### src/verilog/arb_pins_pkg.sv
package arb_pins_pkg;

  // Cycle-type codes driven while the on-chip core is master
  localparam logic [2:0] CORE_CODE_DATA  = 3'h5;
  localparam logic [2:0] CORE_CODE_PROG  = 3'h6;
  localparam logic [2:0] CORE_CODE_IACK  = 3'h7;
  localparam logic [2:0] IRQ_LEVEL_NONE  = 3'h0;
  localparam logic [2:0] IRQ_LEVEL_LOW   = 3'h1;
  localparam logic [2:0] IRQ_LEVEL_MID   = 3'h6;
  localparam logic [2:0] IRQ_LEVEL_TOP   = 3'h7;
  localparam int         SYNC_STAGES     = 2;
  localparam logic       RST_CORE_OFF    = 1'b0;

  typedef enum logic [4:0] {
    OWN_CORE  = 5'b00001,
    OWN_GRANT = 5'b00010,
    OWN_EXT   = 5'b00100,
    OWN_INDEPENDENT_DMA_CHANNEL  = 5'b01000,
    OWN_SERIAL_DMA_CHANNEL  = 5'b10000
  } owner_e;

  // One open-drain or two-way pin, seen from the design
  typedef struct packed {
    logic drive;
    logic oe;
  } pin_out_s;

  // Pending requests from the DMA channels
  typedef struct packed {
    logic independent_dma_channel;
    logic serial_dma_channel;
  } dma_req_s;

endpackage

### src/verilog/host_bus_arbiter.sv
`timescale 1ns/100ps
// Operation
// - Core off: request pin is open-drain DMA request
// - Grant announces release at cycle end
// - Core off: grant pin is DMA input
// - During reset grant follows request
// - Drive grant-ack while a DMA channel owns bus
// - Grant-ack stays continuous across SERIAL_DMA_CHANNEL cycle steal
// - Normal mode: encoded level, 7 nonmaskable, 0 none
// - Dedicated mode: direct requests at 1, 6, 7
// - Levels 1, 6 level/edge; 7 edge only
// - Cycle codes driven only when master
// - Core codes fixed, DMA codes programmable
// - Autovector replaces transfer ack in acknowledge
// - Core off: autovector pin is lowest irq output
// - Core off: request, grant swap; release-demand two-way
// - Transfer ack output only when generated internally
// - Bus fault on watchdog, conflict, write protect
// - External master accesses internal space sync or async
// - INDEPENDENT_DMA_CHANNEL uses external release demand only when core off
module host_bus_arbiter
  import arb_pins_pkg::*;
(
  input  wire logic                     mclk,
  input  wire logic                     srst,
  input  wire logic                     coreDisableStrap,
  input  wire logic                     dedicatedIrqMode,
  input  wire logic                     irqLowEdgeMode,
  input  wire logic                     irqMidEdgeMode,
  input  wire logic                     coreWantsBus,
  input  wire logic                     coreIackCycle,
  input  wire logic                     coreProgCycle,
  input  wire logic                     busCycleActive,
  input  wire logic                     internalReleaseDemand,
  input  wire arb_pins_pkg::dma_req_s   dmaReq,
  input  wire logic [2:0]               idmaCodeCfg,
  input  wire logic [2:0]               sdmaCodeCfg,
  input  wire logic [2:0]               irqCtrlLevel,
  input  wire logic                     csAutoAck,
  input  wire logic                     csAckNow,
  input  wire logic                     watchdogTimeout,
  input  wire logic                     addrConflict,
  input  wire logic                     writeProtectFault,
  input  wire logic                     irqTaken,
  input  wire logic                     mastershipRequestN_in,
  input  wire logic                     mastershipGrantN_in,
  input  wire logic                     mastershipTakenAckN_in,
  input  wire logic [2:0]               encodedIrqLevelN,
  input  wire logic                     autoVectorSelectN,
  input  wire logic                     transferAckN_in,
  input  wire logic                     releaseDemandN_in,
  input  wire logic                     busFaultN_in,
  input  wire logic                     addressStrobeN_in,
  input  wire logic [2:0]               cycleTypeCode_in,
  output arb_pins_pkg::pin_out_s        mastershipRequestN_out,
  output arb_pins_pkg::pin_out_s        mastershipGrantN_out,
  output arb_pins_pkg::pin_out_s        mastershipTakenAckN_out,
  output arb_pins_pkg::pin_out_s        transferAckN_out,
  output arb_pins_pkg::pin_out_s        releaseDemandN_out,
  output arb_pins_pkg::pin_out_s        busFaultN_out,
  output logic [2:0]                    cycleTypeCode_out,
  output logic                          cycleTypeCode_oe,
  output logic [2:0]                    irqOutLevelN,
  output logic                          irqOutLevelN_oe,
  output logic [2:0]                    pendingIrqLevel,
  output logic                          pendingAutoVector,
  output logic                          pendingExtAck,
  output logic                          idmaGranted,
  output logic                          sdmaGranted,
  output logic                          idmaReleaseSeen,
  output logic                          extCycleSeen
);
  import arb_pins_pkg::*;

  // Synchronised pin levels, active high after inversion
  logic [7:0] rawAsync;
  logic [7:0] syncd;
  logic       reqS;
  logic       grantS;
  logic       takenS;
  logic [2:0] lvlS;
  logic       releaseS;
  logic       strobeS;

  assign rawAsync = {~mastershipRequestN_in, ~mastershipGrantN_in, ~mastershipTakenAckN_in,
                     ~encodedIrqLevelN, ~releaseDemandN_in, ~addressStrobeN_in};

  sync_stage #(
    .WIDTH  (8),
    .STAGES (SYNC_STAGES)
  ) u_sync (
    .mclk     (mclk),
    .srst     (srst),
    .asyncIn  (rawAsync),
    .resetVal (8'h00),
    .syncOut  (syncd)
  );

  assign {reqS, grantS, takenS, lvlS, releaseS, strobeS} = syncd;

  // Strap taken while reset is held; only changes on a total reset
  logic coreOff_q;
  logic coreOff_d;

  always_comb begin
    coreOff_d = srst ? coreDisableStrap : coreOff_q;
  end

  always_ff @(posedge mclk) begin
    coreOff_q <= coreOff_d;
  end

  // Ownership
  owner_e owner_q;
  owner_e owner_d;
  logic   grantN_q;
  logic   grantN_d;
  logic   reqN_q;
  logic   reqN_d;
  logic   takenN_q;
  logic   takenN_d;
  logic   dmaReqAny;
  logic   idmaRelease;

  assign dmaReqAny   = dmaReq.independent_dma_channel | dmaReq.serial_dma_channel;
  assign idmaRelease = coreOff_q ? releaseS : internalReleaseDemand;

  always_comb begin
    owner_d  = owner_q;
    grantN_d = 1'b1;
    reqN_d   = 1'b1;
    case (owner_q)
      OWN_CORE: begin
        if (coreOff_q) begin
          if (dmaReqAny) begin
            reqN_d = 1'b0;
          end
          if (dmaReqAny && grantS && !takenS && !busCycleActive) begin
            owner_d = dmaReq.serial_dma_channel ? OWN_SERIAL_DMA_CHANNEL : OWN_INDEPENDENT_DMA_CHANNEL;
          end
        end else if (reqS && !takenS) begin
          owner_d = OWN_GRANT;
        end else if (dmaReqAny && !coreWantsBus && !busCycleActive) begin
          owner_d = dmaReq.serial_dma_channel ? OWN_SERIAL_DMA_CHANNEL : OWN_INDEPENDENT_DMA_CHANNEL;
        end
      end
      OWN_GRANT: begin
        grantN_d = 1'b0;
        if (takenS && !busCycleActive) begin
          owner_d = OWN_EXT;
        end else if (!reqS) begin
          owner_d = OWN_CORE;
        end
      end
      OWN_EXT: begin
        // External master keeps the bus while it holds grant-ack
        if (!takenS) begin
          owner_d = OWN_CORE;
        end
      end
      OWN_INDEPENDENT_DMA_CHANNEL: begin
        reqN_d = coreOff_q ? 1'b0 : 1'b1;
        if (dmaReq.serial_dma_channel && !busCycleActive) begin
          owner_d = OWN_SERIAL_DMA_CHANNEL;
        end else if ((!dmaReq.independent_dma_channel || idmaRelease) && !busCycleActive) begin
          owner_d = OWN_CORE;
        end
      end
      OWN_SERIAL_DMA_CHANNEL: begin
        reqN_d = coreOff_q ? 1'b0 : 1'b1;
        if (!dmaReq.serial_dma_channel && !busCycleActive) begin
          owner_d = dmaReq.independent_dma_channel && !idmaRelease ? OWN_INDEPENDENT_DMA_CHANNEL : OWN_CORE;
        end
      end
      default: begin
        owner_d = OWN_CORE;
      end
    endcase
    // Grant-ack driven low continuously for either DMA owner
    takenN_d = !(owner_d == OWN_INDEPENDENT_DMA_CHANNEL || owner_d == OWN_SERIAL_DMA_CHANNEL);
    if (srst) begin
      owner_d  = OWN_CORE;
      grantN_d = mastershipRequestN_in;
      reqN_d   = 1'b1;
      takenN_d = 1'b1;
    end
  end

  always_ff @(posedge mclk) begin
    owner_q  <= owner_d;
    grantN_q <= grantN_d;
    reqN_q   <= reqN_d;
    takenN_q <= takenN_d;
  end

  // Interrupt inputs
  logic [2:0] lvlPrev_q;
  logic [2:0] lvlPrev_d;
  logic [2:0] latched_q;
  logic [2:0] latched_d;
  logic [2:0] pend_q;
  logic [2:0] pend_d;
  logic [2:0] level;

  always_comb begin
    lvlPrev_d = lvlS;
    latched_d = latched_q;
    level     = IRQ_LEVEL_NONE;
    // Edge catches survive a same-cycle acknowledge
    if (irqTaken) begin
      latched_d = 3'h0;
    end
    // Edges only count as requests in dedicated mode; encoded levels would leave stale catches
    if (dedicatedIrqMode && lvlS[2] && !lvlPrev_q[2]) begin
      latched_d[2] = 1'b1;
    end
    if (dedicatedIrqMode && irqLowEdgeMode && lvlS[0] && !lvlPrev_q[0]) begin
      latched_d[0] = 1'b1;
    end
    if (dedicatedIrqMode && irqMidEdgeMode && lvlS[1] && !lvlPrev_q[1]) begin
      latched_d[1] = 1'b1;
    end
    if (dedicatedIrqMode) begin
      if (latched_q[2]) begin
        level = IRQ_LEVEL_TOP;
      end else if (irqMidEdgeMode ? latched_q[1] : lvlS[1]) begin
        level = IRQ_LEVEL_MID;
      end else if (irqLowEdgeMode ? latched_q[0] : lvlS[0]) begin
        level = IRQ_LEVEL_LOW;
      end
    end else begin
      level = lvlS;
    end
    pend_d = level;
    if (srst) begin
      lvlPrev_d = 3'h0;
      latched_d = 3'h0;
      pend_d    = IRQ_LEVEL_NONE;
    end
  end

  always_ff @(posedge mclk) begin
    lvlPrev_q <= lvlPrev_d;
    latched_q <= latched_d;
    pend_q    <= pend_d;
  end

  // Cycle codes, acknowledges, fault, outward interrupt levels
  logic [2:0] code_q;
  logic [2:0] code_d;
  logic       codeOe_q;
  logic       codeOe_d;
  logic       ackN_q;
  logic       ackN_d;
  logic       ackOe_q;
  logic       ackOe_d;
  logic       faultN_q;
  logic       faultN_d;
  logic [2:0] iout_q;
  logic [2:0] iout_d;
  logic       auto_vector_select_q;
  logic       auto_vector_select_d;
  logic       extAck_q;
  logic       extAck_d;
  logic       relOe_q;
  logic       relOe_d;
  logic       extSeen_q;
  logic       extSeen_d;
  logic       imMaster;

  assign imMaster = (owner_q == OWN_CORE && !coreOff_q) || owner_q == OWN_INDEPENDENT_DMA_CHANNEL || owner_q == OWN_SERIAL_DMA_CHANNEL;

  always_comb begin
    codeOe_d = imMaster;
    case (owner_q)
      OWN_INDEPENDENT_DMA_CHANNEL: code_d = idmaCodeCfg;
      OWN_SERIAL_DMA_CHANNEL: code_d = sdmaCodeCfg;
      default:  code_d = coreIackCycle ? CORE_CODE_IACK : (coreProgCycle ? CORE_CODE_PROG : CORE_CODE_DATA);
    endcase
    ackOe_d  = csAutoAck;
    ackN_d   = !(csAutoAck && csAckNow);
    faultN_d = !(watchdogTimeout || addrConflict || writeProtectFault);
    iout_d   = ~irqCtrlLevel;
    // Autovector only counts inside an acknowledge cycle; pin is an output when core off
    auto_vector_select_d   = !coreOff_q && coreIackCycle && !autoVectorSelectN;
    extAck_d = !transferAckN_in && !busFaultN_in ? 1'b0 : !transferAckN_in;
    // Release demand: open-drain output, also watched as input when core off
    relOe_d  = dmaReq.serial_dma_channel && owner_q != OWN_SERIAL_DMA_CHANNEL;
    // External master cycle into internal space, clocked or not
    extSeen_d = owner_q == OWN_EXT && strobeS && cycleTypeCode_in != 3'h0;
    if (srst) begin
      codeOe_d  = 1'b0;
      code_d    = 3'h0;
      ackOe_d   = 1'b0;
      ackN_d    = 1'b1;
      faultN_d  = 1'b1;
      iout_d    = 3'h7;
      auto_vector_select_d    = 1'b0;
      extAck_d  = 1'b0;
      relOe_d   = 1'b0;
      extSeen_d = 1'b0;
    end
  end

  always_ff @(posedge mclk) begin
    code_q    <= code_d;
    codeOe_q  <= codeOe_d;
    ackN_q    <= ackN_d;
    ackOe_q   <= ackOe_d;
    faultN_q  <= faultN_d;
    iout_q    <= iout_d;
    auto_vector_select_q    <= auto_vector_select_d;
    extAck_q  <= extAck_d;
    relOe_q   <= relOe_d;
    extSeen_q <= extSeen_d;
  end

  // Request and grant pins swap direction with the core off
  assign mastershipRequestN_out  = '{drive: 1'b0, oe: !reqN_q};
  assign mastershipGrantN_out    = '{drive: grantN_q, oe: !coreOff_q};
  assign mastershipTakenAckN_out = '{drive: 1'b0, oe: !takenN_q};
  assign transferAckN_out        = '{drive: ackN_q, oe: ackOe_q};
  assign releaseDemandN_out      = '{drive: 1'b0, oe: relOe_q};
  assign busFaultN_out           = '{drive: 1'b0, oe: !faultN_q};
  assign cycleTypeCode_out       = code_q;
  assign cycleTypeCode_oe        = codeOe_q;
  assign irqOutLevelN            = iout_q;
  assign irqOutLevelN_oe         = coreOff_q;
  assign pendingIrqLevel         = pend_q;
  assign pendingAutoVector       = auto_vector_select_q;
  assign pendingExtAck           = extAck_q;
  assign idmaGranted             = owner_q == OWN_INDEPENDENT_DMA_CHANNEL;
  assign sdmaGranted             = owner_q == OWN_SERIAL_DMA_CHANNEL;
  assign idmaReleaseSeen         = idmaRelease;
  assign extCycleSeen            = extSeen_q;
endmodule

### src/verilog/sync_stage.sv
`timescale 1ns/100ps
module sync_stage #(
  parameter int WIDTH  = 1,
  parameter int STAGES = 2
) (
  input  wire logic             mclk,
  input  wire logic             srst,
  input  wire logic [WIDTH-1:0] asyncIn,
  input  wire logic [WIDTH-1:0] resetVal,
  output logic      [WIDTH-1:0] syncOut
);
  logic [STAGES-1:0][WIDTH-1:0] chain_q;
  logic [STAGES-1:0][WIDTH-1:0] chain_d;

  // Only the next stage reads each stage, so metastability never fans out
  always_comb begin
    chain_d = {chain_q[STAGES-2:0], asyncIn};
  end

  always_ff @(posedge mclk) begin
    if (srst) begin
      chain_q <= {STAGES{resetVal}};
    end else begin
      chain_q <= chain_d;
    end
  end

  assign syncOut = chain_q[STAGES-1];
endmodule

### config.mk
export PLATFORM = sky130hd
export DESIGN_NAME = host_bus_arbiter
export DESIGN_NICKNAME = d
export VERILOG_FILES = /design/src/verilog/arb_pins_pkg.sv /design/src/verilog/host_bus_arbiter.sv /design/src/verilog/sync_stage.sv
export SDC_FILE = /design/constraint.sdc
export NUM_CORES = 1
export LEC_CHECK = 0
export BUFFER_PORTS_ARGS = -buffer_cell sky130_fd_sc_hd__buf_2
export CORE_MARGIN = 2
export CORE_UTILIZATION = 43
export DETAILED_ROUTE_END_ITERATION = 10
export PLACE_DENSITY = 0.78
export SYNTH_ARGS = -nofsm -noshare
export SYNTH_HDL_FRONTEND = slang
export SYNTH_SLANG_ARGS = --single-unit
export TNS_END_PERCENT = 50
### constraint.sdc
create_clock -name mclk -period 1.8 [get_ports mclk]
set_input_delay 0 -clock mclk [delete_from_list [all_inputs] [get_ports mclk]]
set_output_delay 0 -clock mclk [all_outputs]
set_load 0.02 [all_outputs]
Word-level counts from Yosys, hierarchy flattened. Index checks and enable logic that the tools add are counted.

Output and inout bits: 29. Bits of input ports: 42. Word-level logic and storage cells: 129. Bits in registers: 48.

Bitwise operators: 8. Reduce and logical (&&, ||, !) cells: 58. Multiplexer cells: 33. Eq/ne operators: 8.

Operators with widths (count): two-way mux 5 bit (11); logical AND 1 bit (27); one-hot mux 5 bit (5 select lines) (1); zero test 1 bit (19); two-way mux 1 bit (12); two-way mux 3 bit (4); equality test 5 x 4 -> 1 bit, second input constant (2); equality test 5 bit, second input constant (2); logical OR 1 bit (6); NOT 3 bit (2); one-hot mux 3 bit (2 select lines) (1); nonzero test 2 bit (3); equality test 5 x 1 -> 1 bit, second input constant (1); equality test 5 x 2 -> 1 bit, second input constant (1); equality test 5 x 3 -> 1 bit, second input constant (1); != test 5 bit, second input constant (1); NOT 1 bit (5); two-way mux 2 bit (2); two-way mux 4 bit (1); OR reduction 2 bit (2); nonzero test 3 bit (1); one-hot mux 1 bit (2 select lines) (1); OR 1 bit (1).

Longest topological paths before layout.
Word-level depth: 10. Depth in mapped cells: 6. Gate-level depth less buffers: 5.

By module. A second synthesis with hierarchy kept.

Cells, all modules: 205. Area total of the unflattened synthesis: 2115.8 µm².

By module, submodules not included: host_bus_arbiter (area an instance 1546.5 µm², instances 1, cells each 171); sync_stage (area an instance 569.3 µm², instances 1, cells each 34).

Worst setup path after synthesis. No wires, ideal clock.

Path kind: reg2reg. Start: reg owner_q[2]. End: reg owner_q[3]. Stages on the path, launching flop included: 7. Setup slack: -86 ps. Data arrival time: 1827 ps. Data required time: 1741 ps. Clock period less this slack: 1886 ps. Path buffers: 1. Cell sequence: dfxtp_1 buf_6 or3_4 nor3b_4 or3b_1 a21oi_1 o31a_1.

Word-level cells in the longest chain between the ends: 2. Elaborated cells on any way between the ends: 6. Classes of those cells: eq/ne: 5; mux: 1.

Ends and longest elaborated chain: start, declared (line host_bus_arbiter.sv:114) `owner_e owner_q;`; start signal, assigned (line host_bus_arbiter.sv:190) `owner_q <= owner_d;`; equality test 5 bit; named net sdmaGranted (line host_bus_arbiter.sv:69) `output logic sdmaGranted,`; one-hot mux 5 bit (5 select lines) (line host_bus_arbiter.sv:132) `case (owner_q)`.

The timed path passes the listed nets, and every way through them passes these cells. A chain may end at the register's enable or synchronous reset.

Final worst setup path.
Start: reg owner_q[1]. End: reg owner_q[3].

Word-level cells in the longest chain between the ends: 2. Elaborated cells on any way between the ends: 6. Classes of those cells: eq/ne: 5; mux: 1.

Ends and longest elaborated chain (line): equality test 5 bit, or another cell as far along (host_bus_arbiter.sv:132); one-hot mux 5 bit (5 select lines) (*) (host_bus_arbiter.sv:132).

Every way passes the cells marked *; elsewhere a longest branch is shown, timed or not.

==> flow_summary.ini <==
[layout]
layout_common_cells = 66 x buf_2, 46 x dfxtp_1, 29 x dlygate4sd3_1, 23 x nor2_1, 18 x nor2b_1
multi_input_area_sq_um = 828.3
mostFrequentLayoutCell = buf_2
antenna_cells = 0
drive_above_1_share_pct = 31.33
register_area_sq_um = 972.2
areaGrowthSynthToFinish_pct = 41.42
fin_nets = 341
fill_cells = 364

[clock_tree]
cts_sinks = 48
postCtsSetupRepairBufs = 0
clk_pin_slew_worst_paths_ns = 0.08
htree_levels = 2
clock_path_buffers = 2
numCtsBuffers = 5
cts_tree = done
insertion_delay_ns = 0.30
clockRootBuffer = clkbuf_8

[setup_path]
max_stage_delay_ns = 0.43
r2r_cells = 5
critPathRequiredTime_ns = 2.04
cpLargestDelayFamily = simple AND/OR/NAND/NOR gates
cp.depth = 5
endpoint_kind = flip-flop
criticalPathCategory = flip-flop to flip-flop
critPathArrivalTime_ns = 1.97
startpoint_type = flip-flop
cp_max_fo = 5
rrSetupSlack_ns = 0.08
crit_chain = or3_4, nor3b_4, or3b_1, a21oi_2, o31a_1
cp.buffers_inverters = 0
crit_path_top_delay_cell = or3_4

[outcome]
status = completed

[grt]
antenna_found_initial = 0
grt_busiest_layer = met2
grt_use_met2_pct = 34.27
grt_max_degree = 37
grt_pass1_vias = 1738
met3_usage_pct = 4.416
grt_overflow = 0
gr-usage-all-layers_pct = 19.06
grt_pass1_wl_um = 7576
use_met1_pct = 22.03

[synthesis]
syn_area_sq_um = 1918
synth_edf_count = 1
muxShareOfSynthArea_pct = 2.740
synth-seq-area-share_pct = 50.62
synthXorXnorAreaFrac_pct = 0.4566
synthSimpleGateAreaFrac_pct = 26.22
synthCells = 203
post_synth.cell_area_avg_sq_um = 9.449
synthArstFlopShare_pct = 0
synth_top_family_by_area = simple AND/OR/NAND/NOR gates
synth_cell_type_count = 48
synth-adder-area-share_pct = 0
synth-main-ff-cell = dfxtp_1
ys_ff_latch = 48
synth_compound_area_share_pct = 12.52
yosysWarnings = 0

[sta]
finalSetupViolCount = 0
rsz0062_at_grt = false
drv_slew = 0
hold_viol = 0
max_freq_mhz = 580.2
clock_skew_ns = 0.004049
fin_crit_ns = 1.724
layout_setup_ws_ns = 0.07639
fin_setup_tns_ns = 0
fin_crit_sh_pct = 95.76

[pwr]
ir_drop_mv = 0.6789
power_leakage_nw = 1.217
powerDensity_nw_per_um2 = 855.8

[routing]
routedWlPerCell_um = 13.28
vias_per_cell = 4.895
wl_um = 4675
first_iter_violations = 82
drcViolationCount = 0
first_pass_iters = 4
ant_nets = 0
vias = 1723

[placed_design]
gp_congestion = 0.8767
dp_slack_ns = 0.1054
portBuffers = 66
post-dp-hpwl_um = 3056

[worst_hold_path]
hp-class = primary input to flip-flop
min_path_cells = 3

[floorplan]
die_h_um = 70.79
initial_utilization_pct = 44.36
die_w_um = 70.79
core_sq_um = 4324
die_area_sq_um = 5011
rows = 24
ios = 71

[run]
drv_cap = 0
## tightest hold or removal path, stage by stage
cell and delay, ns:
buf_2 0.10, o21ai_0 0.07, a21oi_1 0.13
## metrics by stage
step | hold slack, ns | instances | instance area (sq um) | util [%] | total power (W)
2_1_floorplan | 0.06194 | 206 | 1929 | - | 0.001369
3_3_place_gp | 0.1520 | 315 | 2291 | 52.98 | 0.001485
3_5_place_dp | 0.1534 | 315 | 2291 | 52.98 | 0.001488
4_1_cts | 0.03503 | 352 | 2703 | 62.50 | 0.002332
5_1_grt | 0.05913 | 352 | 2713 | 62.73 | 0.002432
6_report | 0.03862 | 352 | 2713 | 62.73 | 0.002321
## worst paths after layout
| kind | start | end |
|---|---|---|
| worst max-delay path | owner_q[1] | owner_q[3] |
| worst min-delay path | coreIackCycle | cycleTypeCode_out[1] |
| worst max register to register | owner_q[1] | owner_q[3] |
| worst min register to register | u_sync.chain_d[12] | u_sync.syncOut[4] |
## power by group
| group | switching (W) | internal, W |
|---|---|---|
| registers | 0.0000223 | 0.00112 |
| clock network | 0.000352 | 0.000454 |
| logic | 0.000197 | 0.000177 |
## layout make-up
cell class | instances | area share, %
Inverter | 8 | 1.107
Clock inverter | 2 | 1.430
Sequential cell | 48 | 35.84
Tap cell | 52 | 2.399
Clock buffer | 6 | 3.044
Multi-Input combinational cell | 131 | 30.54
Timing Repair Buffer | 105 | 25.65
## flip-flops by register name, summed over array words and instances, names as in the netlist, 3 cells and up
register / count
u_sync.chain_d: 8
u_sync.syncOut: 8
owner_q: 5
cycleTypeCode_out: 3
irqOutLevelN: 3
latched_q: 3
lvlPrev_q: 3
pendingIrqLevel: 3
## synthesized netlist by cell type (all sizes together) (2+ instances only)
| cell | count | share of area [%] |
|---|---|---|
| a21oi | 10 | 2.6 |
| nand4 | 2 | 0.65 |
| o21ai | 5 | 1.3 |
| dfxtp | 47 | 49 |
| nand2b | 5 | 1.6 |
| nand3 | 3 | 0.78 |
| or3b | 3 | 1.4 |
| nor3b | 4 | 2.4 |
| nand3b | 2 | 0.78 |
| a22oi | 2 | 0.78 |
| nor2b | 18 | 5.9 |
| inv | 8 | 1.6 |
| clkbuf | 9 | 1.8 |
| buf | 10 | 3.9 |
| nand4b | 3 | 1.4 |
| and2 | 3 | 0.98 |
| mux2 | 2 | 1.2 |
| nand2 | 8 | 1.6 |
| nor2 | 23 | 4.5 |
| mux2i | 3 | 1.6 |
| a31oi | 2 | 0.65 |
| o21a | 4 | 1.6 |
| nor4b | 3 | 1.4 |
| nor3 | 4 | 1.3 |
| o211ai | 2 | 0.78 |
## logic make-up (layout without fill, tap and decap cells)
family | count (synthesis) | after routing
flops | 48 | 48
simple gates | 85 | 85
xor+xnor | 1 | 1
compound gates | 36 | 36
buf+inv | 27 | 121
mux | 5 | 5
other cells | 1 | 4
## what timing repair did
item | 4_1_cts | 5_1_grt
setup endpoints to repair | 0 | 2
hold buffers | 29 | 0
gates resized for setup | 0 | 4
endpoints found under the hold margin | 24 | 0
## per-layer routing
| metal | part of all wire (%) | routed length (um) |
|---|---|---|
| met5 | 0 | 0 |
| met4 | 1.9 | 89 |
| met3 | 6.7 | 314 |
| met2 | 50 | 2352 |
| met1 | 41 | 1918 |
Power figures use the tool's default switching activity.
